File: config.mk
export PLATFORM = sky130hd
export DESIGN_NAME = cst_trigger
export DESIGN_NICKNAME = d
export VERILOG_FILES = /design/src/cst_pkg.sv /design/src/cst_trigger.sv /design/src/cst_sync.sv
export SDC_FILE = /design/constraint.sdc
export NUM_CORES = 1
export LEC_CHECK = 0
export ABC_AREA = 0
export BUFFER_PORTS_ARGS = -buffer_cell sky130_fd_sc_hd__buf_2
export CAP_MARGIN = 30
export CORE_ASPECT_RATIO = 0.8
export CORE_MARGIN = 4
export CORE_UTILIZATION = 40
export DETAILED_ROUTE_END_ITERATION = 8
export PLACE_DENSITY = 0.63
export SLEW_MARGIN = 20
export SYNTH_ARGS = -nofsm -noshare
export SYNTH_HDL_FRONTEND = slang
export SYNTH_HIERARCHICAL = 1
export SYNTH_SLANG_ARGS = --single-unit
File: constraint.sdc
create_clock -name core_clk -period 5.9 [get_ports core_clk]
set_input_delay 0.885 -clock core_clk [delete_from_list [all_inputs] [get_ports core_clk]]
set_output_delay 0.885 -clock core_clk [all_outputs]
set_load 0.01 [all_outputs]
File: src/cst_pkg.sv
// cst_pkg.sv: constants for the clocked state trigger.
// assumes one 125 MHz core clock; no bus, all settings are plain ports.
package cst_pkg;
   // =========================================
   // input and pattern layout
   localparam int NUM_IN = 17;
   localparam int IDX_W = 5;
   localparam logic [4:0] IDX_LAST = 5'h10;
   localparam logic [4:0] IDX_FIRST = 5'h00;
   // two-bit level code per pattern position
   localparam logic [1:0] LVL_X = 2'h0;
   localparam logic [1:0] LVL_LO = 2'h1;
   localparam logic [1:0] LVL_HI = 2'h2;
   // =========================================
   // boolean functions
   typedef enum logic [1:0] {
      CST_AND = 2'h0,
      CST_NAND = 2'h1,
      CST_OR = 2'h3,
      CST_NOR = 2'h2
   } cst_func_e;
   // =========================================
   // timing
   localparam int CLK_MHZ = 125;
   localparam int HOLDOFF_STEP_NS = 80;
   localparam int HOLDOFF_STEP_CYC =
      (HOLDOFF_STEP_NS * CLK_MHZ + 999) / 1000;
   localparam int AUTO_TIMEOUT_US = 100;
   localparam int AUTO_TIMEOUT_CYC = AUTO_TIMEOUT_US * CLK_MHZ;
   localparam logic [6:0] PCT_MAX = 7'h64;
endpackage : cst_pkg

File: src/cst_trigger.sv
// cst_trigger.sv: clocked state trigger with holdoff and auto mode.
// assumes probed pins asynchronous; settings static from core logic.
`timescale 1ns/1ns
// Function
// - after holdoff, wait for selected clock edge
// - compare seventeen inputs, skip don't-care
// - true result triggers immediately
// - and: every compared input matches
// - nand: at least one mismatch
// - or: at least one match
// - nor: every compared input mismatches
// - all don't-care pattern never triggers
// - clock source excluded from pattern
// - clock source is any of the seventeen inputs
// - polarity command toggles edge choice
// - writing a level decrements the pointer
// - auto mode acquires after timeout
// - normal mode acquires only on trigger
// - holdoff in percent, main system only
module cst_trigger #(
   parameter int AUTO_CYC = cst_pkg::AUTO_TIMEOUT_CYC,
   parameter int CNT_W = 24
) (
   core_clk,
   reset_n,
   probe_in,
   clk_src_sel,
   polarity_cmd,
   func_sel,
   auto_mode,
   holdoff_pct,
   ptr_load,
   ptr_load_val,
   set_high_cmd,
   set_low_cmd,
   clear_position_command,
   pattern_position_pointer,
   rising_edge_sel,
   trigger_pulse,
   acquire_start,
   holdoff_busy,
   pattern_valid
);
   input wire logic core_clk;
   input wire logic reset_n;
   input wire logic [16:0] probe_in;
   input wire logic [4:0] clk_src_sel;
   input wire logic polarity_cmd;
   input wire logic [1:0] func_sel;
   input wire logic auto_mode;
   input wire logic [6:0] holdoff_pct;
   input wire logic ptr_load;
   input wire logic [4:0] ptr_load_val;
   input wire logic set_high_cmd;
   input wire logic set_low_cmd;
   input wire logic clear_position_command;
   output logic [4:0] pattern_position_pointer;
   output logic rising_edge_sel;
   output logic trigger_pulse;
   output logic acquire_start;
   output logic holdoff_busy;
   output logic pattern_valid;

   localparam logic [CNT_W-1:0] STEP_CYC =
      CNT_W'(cst_pkg::HOLDOFF_STEP_CYC);
   localparam logic [CNT_W-1:0] AUTO_LOAD = CNT_W'(AUTO_CYC - 1);

   logic [16:0] pin_s;
   logic [1:0] pat_ff [cst_pkg::NUM_IN];
   logic [1:0] nxt_pat [cst_pkg::NUM_IN];
   logic [4:0] ptr_ff, nxt_ptr;
   logic rise_ff, nxt_rise;
   logic clk_prev_ff, nxt_clk_prev;
   logic [CNT_W-1:0] hold_ff, nxt_hold;
   logic [CNT_W-1:0] auto_ff, nxt_auto;
   logic trig_ff, nxt_trig;
   logic acq_ff, nxt_acq;
   logic [16:0] care, match, miss;
   logic clk_now, edge_hit, any_care, fn_true;
   logic [1:0] wr_lvl;
   logic wr_any;
   logic [6:0] hold_pct;

   // =========================================
   // pin synchroniser
   cst_sync #(.W(cst_pkg::NUM_IN)) u_sync (
      .core_clk(core_clk),
      .reset_n(reset_n),
      .async_in(probe_in),
      .sync_out(pin_s)
   );

   // =========================================
   // per-position compare, clock source masked
   genvar gi;
   generate
      for (gi = 0; gi < cst_pkg::NUM_IN; gi++) begin : g_cmp
         assign care[gi] = (pat_ff[gi] != cst_pkg::LVL_X) &&
            (clk_src_sel != 5'(gi));
         assign match[gi] = care[gi] &&
            (pin_s[gi] == (pat_ff[gi] == cst_pkg::LVL_HI));
         assign miss[gi] = care[gi] && !match[gi];
      end
   endgenerate

   // =========================================
   // boolean function and edge detect
   always_comb begin
      any_care = |care;
      clk_now = (clk_src_sel <= cst_pkg::IDX_LAST) ?
         pin_s[clk_src_sel] : 1'b0;
      edge_hit = rise_ff ? (clk_now && !clk_prev_ff) :
         (!clk_now && clk_prev_ff);
      case (cst_pkg::cst_func_e'(func_sel))
         cst_pkg::CST_AND: fn_true = (match == care);
         cst_pkg::CST_NAND: fn_true = |miss;
         cst_pkg::CST_OR: fn_true = |match;
         cst_pkg::CST_NOR: fn_true = (miss == care);
         default: fn_true = 1'b0;
      endcase
   end

   // =========================================
   // pattern store and pointer
   always_comb begin
      wr_any = set_high_cmd || set_low_cmd || clear_position_command;
      wr_lvl = set_high_cmd ? cst_pkg::LVL_HI :
         (set_low_cmd ? cst_pkg::LVL_LO : cst_pkg::LVL_X);
      nxt_pat = pat_ff;
      nxt_ptr = ptr_ff;
      if (ptr_load) begin
         nxt_ptr = (ptr_load_val > cst_pkg::IDX_LAST) ?
            cst_pkg::IDX_LAST : ptr_load_val;
      end else if (wr_any) begin
         nxt_pat[ptr_ff] = wr_lvl;
         nxt_ptr = (ptr_ff == cst_pkg::IDX_FIRST) ? cst_pkg::IDX_LAST :
            ptr_ff - 5'h01;
      end
      nxt_rise = polarity_cmd ? !rise_ff : rise_ff;
   end

   // =========================================
   // trigger, holdoff and auto timeout
   always_comb begin
      // settings above full scale are held at full scale
      hold_pct = (holdoff_pct > cst_pkg::PCT_MAX) ? cst_pkg::PCT_MAX :
         holdoff_pct;
      nxt_clk_prev = clk_now;
      nxt_trig = 1'b0;
      nxt_acq = 1'b0;
      nxt_hold = hold_ff;
      nxt_auto = auto_ff;
      if (hold_ff != '0) begin
         nxt_hold = hold_ff - 1'b1;
      end else if (edge_hit && any_care && fn_true) begin
         nxt_trig = 1'b1;
      end
      if (nxt_trig) begin
         nxt_hold = CNT_W'(hold_pct) * STEP_CYC;
         nxt_acq = 1'b1;
         nxt_auto = AUTO_LOAD;
      end else if (auto_mode && hold_ff == '0) begin
         if (auto_ff == '0) begin
            nxt_acq = 1'b1;
            nxt_auto = AUTO_LOAD;
         end else begin
            nxt_auto = auto_ff - 1'b1;
         end
      end else begin
         nxt_auto = AUTO_LOAD;
      end
   end

   always_ff @(posedge core_clk or negedge reset_n) begin
      if (!reset_n) begin
         for (int i = 0; i < cst_pkg::NUM_IN; i++) begin
            pat_ff[i] <= cst_pkg::LVL_X;
         end
         ptr_ff <= cst_pkg::IDX_LAST;
         rise_ff <= 1'b1;
         clk_prev_ff <= 1'b0;
         hold_ff <= '0;
         auto_ff <= '0;
         trig_ff <= 1'b0;
         acq_ff <= 1'b0;
      end else begin
         pat_ff <= nxt_pat;
         ptr_ff <= nxt_ptr;
         rise_ff <= nxt_rise;
         clk_prev_ff <= nxt_clk_prev;
         hold_ff <= nxt_hold;
         auto_ff <= nxt_auto;
         trig_ff <= nxt_trig;
         acq_ff <= nxt_acq;
      end
   end

   assign pattern_position_pointer = ptr_ff;
   assign rising_edge_sel = rise_ff;
   assign trigger_pulse = trig_ff;
   assign acquire_start = acq_ff;
   assign holdoff_busy = (hold_ff != '0);
   assign pattern_valid = any_care;

   // =========================================
   // checks
   a_no_trig_holdoff: assert property (@(posedge core_clk)
      disable iff (!reset_n) (hold_ff != '0) |=> !trig_ff)
      else $error("trigger during holdoff");
   a_trig_needs_edge: assert property (@(posedge core_clk)
      disable iff (!reset_n) trig_ff |-> $past(edge_hit))
      else $error("trigger without clock edge");
   a_trig_now: assert property (@(posedge core_clk)
      disable iff (!reset_n)
      (hold_ff == '0 && edge_hit && any_care && fn_true) |=> trig_ff)
      else $error("trigger delayed");
   a_all_x_quiet: assert property (@(posedge core_clk)
      disable iff (!reset_n) !any_care |=> !trig_ff)
      else $error("trigger with empty pattern");
   a_and_func: assert property (@(posedge core_clk)
      disable iff (!reset_n)
      (func_sel == 2'h0 && any_care) |-> (fn_true == ((match | ~care) == '1)))
      else $error("and function wrong");
   a_nor_func: assert property (@(posedge core_clk)
      disable iff (!reset_n)
      (func_sel == 2'h2) |-> (fn_true == (match == '0)))
      else $error("nor function wrong");
   a_ptr_decr: assert property (@(posedge core_clk)
      disable iff (!reset_n)
      (wr_any && !ptr_load && ptr_ff != 5'h00) |=>
      (ptr_ff == $past(ptr_ff) - 5'h01))
      else $error("pointer not decremented");
   a_pol_toggle: assert property (@(posedge core_clk)
      disable iff (!reset_n) polarity_cmd |=> (rise_ff != $past(rise_ff)))
      else $error("polarity did not toggle");
   a_normal_acq: assert property (@(posedge core_clk)
      disable iff (!reset_n) (acq_ff && !$past(auto_mode)) |-> trig_ff)
      else $error("forced acquire in normal mode");
   a_clk_masked: assert property (@(posedge core_clk)
      disable iff (!reset_n)
      (clk_src_sel <= 5'h10) |-> !care[clk_src_sel])
      else $error("clock source compared");
endmodule : cst_trigger

File: src/cst_sync.sv
// cst_sync.sv: two-flop synchroniser for a vector of pin inputs.
// assumes inputs are asynchronous to core_clk.
`timescale 1ns/1ns
module cst_sync #(
   parameter int W = 17
) (
   core_clk,
   reset_n,
   async_in,
   sync_out
);
   input wire logic core_clk;
   input wire logic reset_n;
   input wire logic [W-1:0] async_in;
   output logic [W-1:0] sync_out;

   logic [W-1:0] meta_ff;
   logic [W-1:0] sync_ff;

   // =========================================
   // two stages, first only feeds second
   always_ff @(posedge core_clk or negedge reset_n) begin
      if (!reset_n) begin
         meta_ff <= '0;
         sync_ff <= '0;
      end else begin
         meta_ff <= async_in;
         sync_ff <= meta_ff;
      end
   end
   assign sync_out = sync_ff;
endmodule : cst_sync

# After elaboration in Yosys (flattened, before gate mapping)
# Index checks and enable logic that the tools add are counted.
# Widths: inputs -> output; s select.
dict set report totals {
  mem_count 0
  wordCells 226
  latch_bits 0
  ff_bits 125
  input_bits 44
  ram_bits 0
  mem_bits_ro 0
}
dict set report op_classes {
  shift 0
  n_mul 1
  addsub 3
  bitwise 2
  reduce_logical 108
  mux 25
  n_eq_ne 55
  n_lt_le_gt_ge 6
  n_div 0
}
# operator n
set ops {}
lappend ops {{$mux 24} 5}
lappend ops {{$logic_and 1x1->1} 57}
lappend ops {{$reduce_or 17->1} 3}
lappend ops {{$logic_not 24->1} 2}
lappend ops {{$sub 24x1->24 const B} 2}
lappend ops {{$ne 5x4->1 const B} 8}
lappend ops {{$eq 2x2->1 const B} 19}
lappend ops {{$reduce_bool 2->1} 19}
lappend ops {{$bwmux 34} 1}
lappend ops {{$eq 17x17->1} 2}
lappend ops {{$reduce_bool 24->1} 1}
lappend ops {{$logic_not 1->1} 20}
lappend ops {{$mux 5} 4}
lappend ops {{$ne 5x3->1 const B} 4}
lappend ops {{$eq 1x1->1} 17}
lappend ops {{$demux 2 s5} 1}
lappend ops {{$mul 7x3->10 const B} 1}
lappend ops {{$ne 5x2->1 const B} 2}
lappend ops {{$mux 1} 9}
lappend ops {{$gt 7x7->1 const B} 1}
lappend ops {{$mux 7} 1}
lappend ops {{$ge 6x6->1 const B} 1}
lappend ops {{$lt 5x6->1 const B} 1}
lappend ops {{$lt 6x1->1 const B} 1}
lappend ops {{other kinds (16)} 18}

# Depth between registers and ports, before layout
# Gate-level depths: netlist of run 1.
dict set report logic_depth {
  depth_word 11
  depth_mapped 13
  depth_no_buf 13
}

# Modules after synthesis
# Netlist of run 1, hierarchy kept.
# module cells_each area_per_inst_um2 instances
set modules_own_cells {}
lappend modules_own_cells {cst_trigger 612 5799.3 1}
lappend modules_own_cells {cst_sync 34 850.8 1}

# Worst setup path before layout of run 1
# Ideal clock, no wire load.
dict set report synth_timing {
  kind {input to register}
  startpoint {in holdoff_pct[0]}
  endpoint {reg hold_ff[10]}
  path_stages 12
  arrival_ns 3.015
  required_ns 5.823
  setup_slack_ns 2.808
  cell_sequence {o21ai_0 > a21oi_1 > or2_2 > ha_1 > inv_1 > fa_1 > nor2b_1 > o21ai_0 > nand2b_1 > a21oi_1 > or3b_1 > a21oi_1}
}
dict set report synth_between {
  elab_chain_cells 4
}
# element line_no
set synth_rtl {}
lappend synth_rtl {{from (decl)} cst_trigger.sv:51} ;# input wire logic [6:0] holdoff_pct;
lappend synth_rtl {{$gt 7x7->1} cst_trigger.sv:146} ;# hold_pct = (holdoff_pct > cst_pkg::PCT_MAX) ? cst_pkg::PCT_MAX :
lappend synth_rtl {{$mux 7 (*)} cst_trigger.sv:146}
lappend synth_rtl {{$mul 7x3->10 (*)} cst_trigger.sv:159} ;# nxt_hold = CNT_W'(hold_pct) * STEP_CYC;
lappend synth_rtl {{$mux 24 (*)} cst_trigger.sv:158} ;# if (nxt_trig) begin
lappend synth_rtl {{to (signal assigned)} cst_trigger.sv:191} ;# hold_ff <= nxt_hold;
lappend synth_rtl {{to (decl)} cst_trigger.sv:74} ;# logic [CNT_W-1:0] hold_ff, nxt_hold;
# Mark *: on every way between the ends. The rest lies on a longest branch, timed or not.
# A chain may end at the register's enable or synchronous reset.

# Final worst setup path of run 1
dict set report layout_timing {
  startpoint {in clk_src_sel[2]}
  endpoint {reg auto_ff[6]}
}
dict set report layout_between {
  elab_chain_cells 11
}
# element line_no
set layout_rtl {}
lappend layout_rtl {{from (decl)} cst_trigger.sv:47} ;# input wire logic [4:0] clk_src_sel;
lappend layout_rtl {{$bmux 1 s5 (tied with other cells)} cst_trigger.sv:111} ;# pin_s[clk_src_sel] : 1'b0;
lappend layout_rtl {{$mux 1 (not written as such) or $logic_and 1x1->1 (tied branches)} {cst_trigger.sv:111, cst_trigger.sv:98}}
lappend layout_rtl {{$mux 1 or $logic_and 1x1->1 (tied branches)} {cst_trigger.sv:110, cst_trigger.sv:100}}
lappend layout_rtl {{$logic_not 1->1, on equally long branches} {cst_trigger.sv:113, cst_trigger.sv:102}}
lappend layout_rtl {{$logic_and 1x1->1, on equally long branches} {cst_trigger.sv:113, cst_trigger.sv:102}}
lappend layout_rtl {{$mux 1 (tied with other cells)} cst_trigger.sv:112} ;# edge_hit = rise_ff ? (clk_now && !clk_prev_ff) :
lappend layout_rtl {{$logic_and 1x1->1 or $pmux 1 s4 (tied branches)} {cst_trigger.sv:155, cst_trigger.sv:114}}
lappend layout_rtl {{$logic_and 1x1->1 (*)} cst_trigger.sv:155} ;# end else if (edge_hit && any_care && fn_true) begin
lappend layout_rtl {{$mux 1 (*)} cst_trigger.sv:155}
lappend layout_rtl {{$mux 1 (*)} cst_trigger.sv:153} ;# if (hold_ff != '0) begin
lappend layout_rtl {{$mux 24 (*)} cst_trigger.sv:158}
lappend layout_rtl {{net nxt_auto[6]} cst_trigger.sv:75} ;# logic [CNT_W-1:0] auto_ff, nxt_auto;
lappend layout_rtl {{to (signal assigned)} cst_trigger.sv:192} ;# auto_ff <= nxt_auto;
lappend layout_rtl {{to (decl)} cst_trigger.sv:75}
# The timed path passes the listed nets; every way through them passes the cells marked *. The select of a mux whose other input is x is not followed.

==> metrics.cfg, run 1 <==
[run_status]
outcome=finished clean

[place]
port_buffers=53
place.gp.congestion=0.990
dpl.hpwl_microns=11500

[synth]
syn-num-nets=709
synth_seq_area_share_pct=47.1
synth_edf_count=0
synth_area_sq_um=6650
synthFlopType=dfrtp_1
synth_area_per_cell_sq_um=10.3
synth_warnings=6
yosys.area.top_type=dfrtp_1
synth_cells=646
synthTopCellsByArea=dfrtp_1 46%, mux2_2 5.9%, nor2_1 4.3%
ys_ff_latch=125
netlist.area_leader.share_pct=46.3
yosysUniqueCellTypes=61
synth_async_sr_flop_share_pct=100

[setup_path]
start_kind=input pin
critical_path_required_ps=6190
critical_path_arrival_ps=4350
ff2ff_path_depth=6
path_max_fanout=22
end_kind=flip-flop
worstSetupPathType=in2reg

[die]
num_io_pins=54
fp.dieH_microns=123
rows=41
die_w_microns=152
coreArea_sq_um=16100
floorplan.initialDensity_pct=41.4
fp.dieArea_sq_um=18800

[timing]
finalHoldViolCount=0
worst_slew_pin_slew_ps=861
maxSlewHeadroom_pct=42.4
drv_slew=0
tns_ps=0
fin_skew_ps=12.9
finalSetupViolCount=0
timing.fmax_mhz=246
rsz0062_at_grt=no
final.min_clock_period_ps=4060
fin_crit_sh_pct=68.9

[global_route]
grt_pass1_wl_microns=26000
first_global_vias=5009
grt_max_degree=77
grt-ovfl-total=0
grt_usage_pct=17.6
antenna_found_initial=0

[worst_hold_path]
hold-path-cell-count=0
hold_path.class=reg2reg

[power_and_ir_drop]
clock_power_share_pct=37.4
p_per_area_nw_per_um2=354
sw_frac_of_total_pct=29.9
p_switching_mw=0.814
finalPower_mw=2.73
power.internal_mw=1.91
peakVddDrop_v=0.000181
pwr-share-seq_pct=40.6
p_comb_share_pct=22.0
leakage_nw=3.40

[clock_network]
clkLatencyLatePin_ps=420
cts_resized=0
h-tree-depth=4
clock_sinks=125
clk_pin_slew_ps=60
ctsLongestPathBuffers=2
cts_tree=built
cts_buffers=17
post-cts-setup-buffer-count=0
hold_buffers=0
cts_root_buf=clkbuf_16

[route]
via_per_inst=5.44
initialDrtViolationCount=327
drc_errors=0
route.vias.total=5051
drtPass1Iterations=5
wl_per_cell_microns=16.9
ant_nets=0
routed_wl_microns=15700

[final_layout]
diodes=0
finalNetCount=765
multiInputGateArea_sq_um=3360
fillerInstances=1457
drive_gt1_share_pct=19.6
seq_area_sq_um=3130
area_growth_pct=15.9

[job]
cap_violations=0

[power by group through the flow]
stage | logic, mW | registers [mW] | clock network (mW)
floorplan | 0.430 | 1.08 | 0
global placement | 0.594 | 1.11 | 0
detailed placement | 0.588 | 1.12 | 0
CTS | 0.592 | 1.11 | 1.05
global route | 0.666 | 1.13 | 1.09
finish | 0.599 | 1.11 | 1.02
[synth_stat cells (all sizes together) (3+ instances only)]
cell type and instances:
a22o 5, buf 15, a21o 3, nand3b 21
xor2 13, xnor2 29, inv 14, mux2 35
a21oi 31, a22oi 27, nor3 15, o21ai 12
mux2i 9, dfrtp 123, clkbuf 4, or3 5
nand4 5, nor3b 6, nand2 46, and3 6
o41ai 3, o22ai 4, ha 18, or3b 17
nor2 77, nor4 21, nand3 8, and2 6
nand2b 26, nor2b 16
[layout by cell type, fill, tap and decap left out, types with 18 or more instances in the layout]
| cell type | instances |
|---|---|
| xnor2_1 | 29 |
| a22oi_1 | 26 |
| nor2_1 | 77 |
| a21oi_1 | 31 |
| nand2_1 | 46 |
| mux2_2 | 35 |
| buf_2 | 52 |
| nor4_1 | 20 |
| ha_1 | 18 |
| dfrtp_1 | 123 |
| nand3b_1 | 21 |
| nand2b_1 | 26 |
[flip-flops by register name, summed over array words and instances, names as in the netlist]
register                  cells
rising_edge_sel               1
acquire_start                 1
hold_ff                      24
u_sync/meta_ff               17
pattern_position_pointer      5
pat_ff                       34
u_sync/sync_out              17
trigger_pulse                 1
auto_ff                      24
clk_prev_ff                   1
[cell type report]
class | instances | share of cell area, %
Multi-Input combinational cell | 488 | 43.6
Sequential cell | 125 | 40.6
Clock buffer | 20 | 6.06
Timing Repair Buffer | 56 | 4.03
Tap cell | 215 | 3.49
Clock inverter | 10 | 1.49
Inverter | 14 | 0.682
[worst max-delay path: stages]
cell and delay, ps:
buf_2 180, nor2b_1 700, a22oi_1 230, nor4_1 340, and3_1 240, a32oi_1 120, nand3_2 280, nand4_1 740
or3b_1 610
[stage by stage]
step                      hold WS (ps)  util, %  instance area (sq um)  setup WS (ps)  std cells
after global routing               356     48.0                   7710           1570        928
after floorplan                    331        -                   6650           2810        646
after CTS                          348     47.8                   7680           1910        927
final                              346     48.0                   7710           1840        928
after global placement             332     44.2                   7100           1570        897
after detailed placement           335     44.2                   7100           1460        897
[routing by layer]
| layer | share of wire, % | GRT usage, % | vias to the layer above | wire length (microns) |
|---|---|---|---|---|
| met5 | 0 | 0 | - | 0 |
| met1 | 49 | 25.1 | 2471 | 7760 |
| li1 | - | - | 2419 | - |
| met4 | 1.9 | 6.79 | 0 | 292 |
| met2 | 44 | 26.3 | 140 | 6870 |
| met3 | 4.9 | 3.99 | 21 | 777 |
[cells by family (layout without fill, tap and decap cells)]
logic type,count (synthesis),in the layout,share of synthesized area (%)
AND/OR/NAND/NOR,284,284,23.8
flip-flops,125,125,47.1
AO/OA/AOI/OAI,97,97,9.58
multiplexers,46,46,7.96
XOR/XNOR,42,42,5.53
buffers and inverters,33,100,2.37
adder cells (fa/ha/maj),19,19,3.69
[final timing paths]
| path | start | endpoint | slack [ps] |
|---|---|---|---|
| max reg2reg | hold_ff[7] | auto_ff[6] | 2270 |
| min in group asynchronous | reset_n | pattern_position_pointer[0] | 480 |
| max | clk_src_sel[2] | auto_ff[6] | 1840 |
| min | u_sync/meta_ff[4] | u_sync/sync_out[4] | 350 |
| max in group asynchronous | reset_n | pat_ff[16] | 4300 |
| min reg2reg | u_sync/meta_ff[4] | u_sync/sync_out[4] | 350 |
(Power assumes the default switching activity.)
==> run 2, diff against run 1 <==
Settings changed: ABC_AREA 0 to 1.
Clock period 5.9 ns to 4.1 ns, I/O delays scaled along.
==> metrics.cfg, run 2 <==
[synth]
synth_area_sq_um=7130  ; +7.2%
synth_warnings=6  ; unchanged
synth_area_per_cell_sq_um=7.36  ; -29%
ys_top_cells_by_count=266 x nand2_1, 136 x inv_1, 123 x dfrtp_1, 123 x nor2_1, 102 x nand3_1
synth_edf_count=0  ; unchanged
yosys.area.top_type=dfrtp_1
synth_cells=969  ; +50%
synthTopCellsByArea=dfrtp_1 43%, nand2_1 14%, nand3_1 7.2%
synthFlopType=dfrtp_1
synth_async_sr_flop_share_pct=100  ; unchanged
ys_ff_latch=125  ; unchanged
netlist.area_leader.share_pct=43.2  ; -3.1 points
yosysUniqueCellTypes=41  ; -33%
yosysMostFrequentCell=nand2_1
synth_seq_area_share_pct=43.9  ; -3.2 points
syn-num-nets=1032  ; +46%

[route]
drtPass1Iterations=5  ; unchanged
drc_errors=0  ; unchanged
routed_wl_microns=16800  ; +7.1%
via_per_inst=4.86  ; -11%
route.vias.total=6188  ; +23%
wl_per_cell_microns=13.2  ; -22%
ant_nets=0  ; unchanged
initialDrtViolationCount=469  ; +43%

[final_layout]
area_growth_pct=15.7
mostFrequentLayoutCells=266 x nand2_1, 136 x inv_1, 123 x nor2_1, 123 x dfrtp_1, 102 x nand3_1
regMostFlops=pat_ff
diodes=0  ; unchanged
largest_reg_flops=34  ; unchanged
finalNetCount=1098  ; +44%
layout_commonest_cell=nand2_1
largestRegisters=pat_ff (34), auto_ff (24), hold_ff (24)
drive_gt1_share_pct=10.4  ; -9.2 points

[clock_network]
ctsLongestPathBuffers=2  ; unchanged
clock_sinks=125  ; unchanged
post-cts-setup-buffer-count=0  ; unchanged
cts_tree=built
cts_buffers=17  ; unchanged
cts_root_buf=clkbuf_16
h-tree-depth=4  ; unchanged
clk_pin_slew_ps=60  ; about the same
cts_resized=0  ; unchanged
clkLatencyLatePin_ps=420  ; about the same
hold_buffers=1  ; +1

[setup_path]
crit_path_frequent_cell=nand2_1
critical_path_required_ps=3480  ; -2710 ps
cp_top_family=simple AND/OR/NAND/NOR gates
critical_path_arrival_ps=2170  ; -2180 ps
worstSetupPathType=in2out
path_cells=buf_2 -> nand2_1 -> nor2_1 -> nand2_1 -> nand2_1 -> nand2_1 -> nor3_1 -> nand4_1 -> buf_2
cp_num_buf_inv=2  ; +1
start_kind=input pin
slowest_stage=buf_2
path_max_fanout=14  ; -36%
end_kind=output pin
cp_slowest_stage_delay_ps=280  ; -460 ps

[global_route]
grt-ovfl-total=0  ; unchanged
antenna_found_initial=0  ; unchanged
grt_max_degree=125  ; +62%
first_global_vias=5722  ; +14%
grt_pass1_wl_microns=28400  ; +9.2%
grt_usage_pct=17.7  ; +0.091 points

[power_and_ir_drop]
finalPower_mw=4.36  ; +60%
peakVddDrop_v=0.000219  ; +21%
p_switching_mw=1.58  ; +94%
leakage_nw=4.30  ; +26%
pwr-share-seq_pct=37.5  ; -3.1 points
power.internal_mw=2.78  ; +45%
sw_frac_of_total_pct=36.2  ; +6.3 points
p_comb_share_pct=29.0  ; +7.0 points
clock_power_share_pct=33.5  ; -3.9 points
p_per_area_nw_per_um2=528  ; +49%

[place]
dpl.hpwl_microns=12300  ; +7.4%
port_buffers=53  ; unchanged
place.gp.congestion=0.918  ; -7.3%

[die]
die_w_microns=157  ; +3.4%
rows=43  ; +4.9%
fp.dieH_microns=127  ; +3.3%
floorplan.initialDensity_pct=40.9  ; -0.51 points
coreArea_sq_um=17400  ; +8.6%
fp.dieArea_sq_um=20000  ; +6.8%
num_io_pins=54  ; unchanged

[timing]
rsz0062_at_grt=no
timing.fmax_mhz=359
maxSlewHeadroom_pct=55.3  ; +13 points
tns_ps=0  ; unchanged
finalHoldViolCount=0  ; unchanged
fin_crit_sh_pct=67.9
fin_skew_ps=13.1  ; +0.289 ps
drv_slew=0  ; unchanged
whs_ps=292  ; -54.6 ps
worst_slew_pin_slew_ps=670  ; -192 ps
finalSetupViolCount=0  ; unchanged
final.min_clock_period_ps=2790

[run_status]
outcome=finished clean

[worst_hold_path]
hold_path.class=in2reg

[job]
cap_violations=0  ; unchanged

==> run 2: metal layers <==
metal	vias to the layer above	GRT usage (%)	share of wire (%)
met2	165	25.5	43
met5	-	0	0
met4	0	5.31	1.5
met1	2793	26.5	50
met3	21	3.89	5.8
li1	3209	-	-
==> run 2: metrics by stage <==
stage	std cells	utilization (%)	area [sq um]	worst slack, ps
after global placement	1240	44.0	7670	1000
after CTS	1273	47.3	8250	1320
final	1273	47.3	8250	1310
after detailed placement	1240	44.0	7670	982
after global routing	1273	47.3	8250	1130
after floorplan	969	-	7130	1270
==> run 2: cells by family (layout without fill, tap and decap cells) <==
| kind of cell | Yosys count | in the layout | synth area share, % |
|---|---|---|---|
| compound gates | 79 | 79 | 6.14 |
| xor+xnor | 42 | 42 | 5.16 |
| fa+ha+maj | 19 | 19 | 3.44 |
| buf+inv | 147 | 226 | 7.90 |
| flops | 125 | 125 | 43.9 |
| simple gates | 557 | 557 | 33.5 |
==> run 2: layout make-up <==
cell class | count | area, sq um
sequential | 125 | 3130
fill | 1762 | 9180
clock inverter | 11 | 114
clock buffer | 21 | 460
tap | 225 | 282
inverter | 138 | 518
timing repair buffer | 56 | 309
multi-input combinational | 697 | 3440
==> run 2: path summary, 6_finish.rpt <==
kind	depth (start not counted)	endpoint	slack (ps)	from
max in group asynchronous	3	pat_ff[5]	2760	reset_n
worst min-delay path	1	u_sync/meta_ff[12]	290	probe_in[12]
worst min register to register	0	u_sync/sync_out[0]	340	u_sync/meta_ff[0]
worst max register to register	13	auto_ff[6]	1680	hold_ff[0]
worst max-delay path	9	pattern_valid	1310	clk_src_sel[0]
min in group asynchronous	2	u_sync/sync_out[3]	530	reset_n
==> run 2: power by group through the flow <==
| stage | sequential (mW) | clock, mW | combinational (mW) |
|---|---|---|---|
| 2_1_floorplan | 1.62 | 0 | 0.927 |
| 3_3_place_gp | 1.65 | 0 | 1.23 |
| 5_1_grt | 1.67 | 1.55 | 1.46 |
| 6_report | 1.63 | 1.46 | 1.26 |
| 3_5_place_dp | 1.65 | 0 | 1.24 |
| 4_1_cts | 1.63 | 1.50 | 1.25 |
==> run 3, diff against run 2 <==
Clock period 4.1 ns to 2.9 ns, I/O delays scaled along.
==> metrics.cfg, run 3 (synthesis gave the netlist of run 2 again) <==
[run_status]
outcome=finished clean

[timing]
worst_slew_pin_slew_ps=625  ; -45.0 ps
finalSetupViolCount=0  ; unchanged
fin_skew_ps=9.40  ; -3.75 ps
timing.fmax_mhz=392
finalHoldViolCount=0  ; unchanged
drv_slew=0  ; unchanged
rsz0062_at_grt=no
worst_slack_ps=347  ; -968 ps
maxSlewHeadroom_pct=57.8  ; +2.5 points
tns_ps=0  ; unchanged
final.min_clock_period_ps=2550
fin_crit_sh_pct=88.0

[global_route]
grt-ovfl-total=0  ; unchanged
grt_usage_pct=17.8  ; +0.056 points
first_global_vias=5848  ; +2.2%
grt_pass1_wl_microns=28400  ; about the same
grt_max_degree=65  ; -48%
antenna_found_initial=0  ; unchanged

[clock_network]
hold_buffers=0  ; -1
cts_tree=built
h-tree-depth=4  ; unchanged
clock_sinks=125  ; unchanged
cts_buffers=17  ; unchanged
cts_root_buf=clkbuf_16
clkLatencyLatePin_ps=420  ; about the same
clk_pin_slew_ps=60  ; about the same
ctsLongestPathBuffers=2  ; unchanged
cts_resized=0  ; unchanged
post-cts-setup-buffer-count=0  ; unchanged

[die]
num_io_pins=54  ; unchanged
floorplan.initialDensity_pct=40.9  ; unchanged
die_w_microns=157  ; unchanged
coreArea_sq_um=17400  ; unchanged
rows=43  ; unchanged
fp.dieArea_sq_um=20000  ; unchanged
fp.dieH_microns=127  ; unchanged

[power_and_ir_drop]
clock_power_share_pct=36.9  ; +3.4 points
p_switching_mw=2.24  ; +42%
power.internal_mw=4.25  ; +53%
finalPower_mw=6.48  ; +49%
p_per_area_nw_per_um2=774  ; +47%
p_comb_share_pct=27.6  ; -1.4 points
peakVddDrop_v=0.000295  ; +35%
sw_frac_of_total_pct=34.5  ; -1.7 points
pwr-share-seq_pct=35.6  ; -1.9 points
leakage_nw=4.36  ; +1.5%

[final_layout]
largest_reg_flops=34  ; unchanged
diodes=0  ; unchanged
drive_gt1_share_pct=11.0  ; +0.62 points
regMostFlops=pat_ff
post-route-util_pct=48.0  ; +0.70 points
largestRegisters=pat_ff (34), auto_ff (24), hold_ff (24)
mostFrequentLayoutCells=266 x nand2_1, 136 x inv_1, 123 x nor2_1, 123 x dfrtp_1, 102 x nand3_1
stdcell_count=1278  ; +0.39%
finalNetCount=1103  ; +0.46%
layout_commonest_cell=nand2_1
area_growth_pct=17.4

[setup_path]
critical_path_arrival_ps=2120  ; -50 ps
worstSetupPathType=reg2out
rr_startpoint=hold_ff[0]
end_kind=output pin
start_kind=flip-flop
path_max_fanout=10  ; -4
startpoint=hold_ff[0]
critical_path_required_ps=2470  ; -1010 ps

[route]
routed_wl_microns=16800  ; about the same
via_per_inst=4.83  ; -0.55%
wl_per_cell_microns=13.2  ; -0.43%
route.vias.total=6178  ; -0.16%
drc_errors=0  ; unchanged
initialDrtViolationCount=526  ; +12%
ant_nets=0  ; unchanged
drtPass1Iterations=5  ; unchanged

[place]
dp.cells=1246  ; +0.48%
place.gp.congestion=0.885  ; -3.6%
dpl.hpwl_microns=12700  ; +3.2%
pre_cts_ws_ps=-10.4  ; -993 ps
port_buffers=53  ; unchanged

[worst_hold_path]
hold_path.class=in2async

[job]
cap_violations=0  ; unchanged

==> run 3: cell types whose count changed in the layout (fill, tap and decap cells not counted), moves of 2 or more <==
cell,change
clkinv_4,-3
buf_4,+6
bufinv_16,+4
clkbuf_8,-2
inv_6,+2
==> run 3: worst max-delay path, stage by stage (launching register included) <==
cell,delay [ps]
dfrtp_1,360
inv_1,120
ha_1,270
nand2_1,150
nor2_1,120
nand4_1,120
nor2_1,190
nand2_2,180
buf_2,190
==> run 3: metal layers <==
layer  share of wire [%]  global-route usage (%)  up-vias
li1                    -                       -     3216
met1                  51                    26.8     2796
met2                  42                    25.3      147
met3                 6.1                    4.10       19
met4                 1.5                    5.21        0
met5                   0                       0        -
==> run 3: layout make-up <==
cell class              instances  area (sq um)
multi-input cells             697          3440
flip-flops and latches        125          3130
inverters                     138           518
well taps                     225           282
clock buffers                  18           429
fillers                      1777          9060
clock inverters                14           231
repair buffers                 61           344
==> run 3: worst paths after layout <==
| kind | end | slack, ps | cells after the start |
|---|---|---|---|
| worst max register to register | auto_ff[4] | 480 | 13 |
| min in group core_clk | u_sync/meta_ff[14] | 110 | 1 |
| worst max-delay path | holdoff_busy | 350 | 8 |
| worst min-delay path | u_sync/sync_out[3] | 3 | 1 |
| max in group asynchronous | rising_edge_sel | 2190 | 2 |
| worst min register to register | u_sync/sync_out[16] | 350 | 0 |
==> run 3: power by group through the flow <==
| stage | logic, mW | clock network (mW) | registers, mW |
|---|---|---|---|
| final | 1.79 | 2.39 | 2.31 |
| after global routing | 2.08 | 2.53 | 2.35 |
| after global placement | 1.74 | 0 | 2.33 |
| after detailed placement | 1.77 | 0 | 2.33 |
| after CTS | 1.78 | 2.44 | 2.30 |
| after floorplan | 1.31 | 0 | 2.29 |
==> run 3: stage by stage <==
stage	hold slack (ps)	instance area, sq um
after global routing	46.0	8370
after detailed placement	335	7710
after floorplan	139	7130
final	2.62	8370
after global placement	332	7700
after CTS	17.2	8370
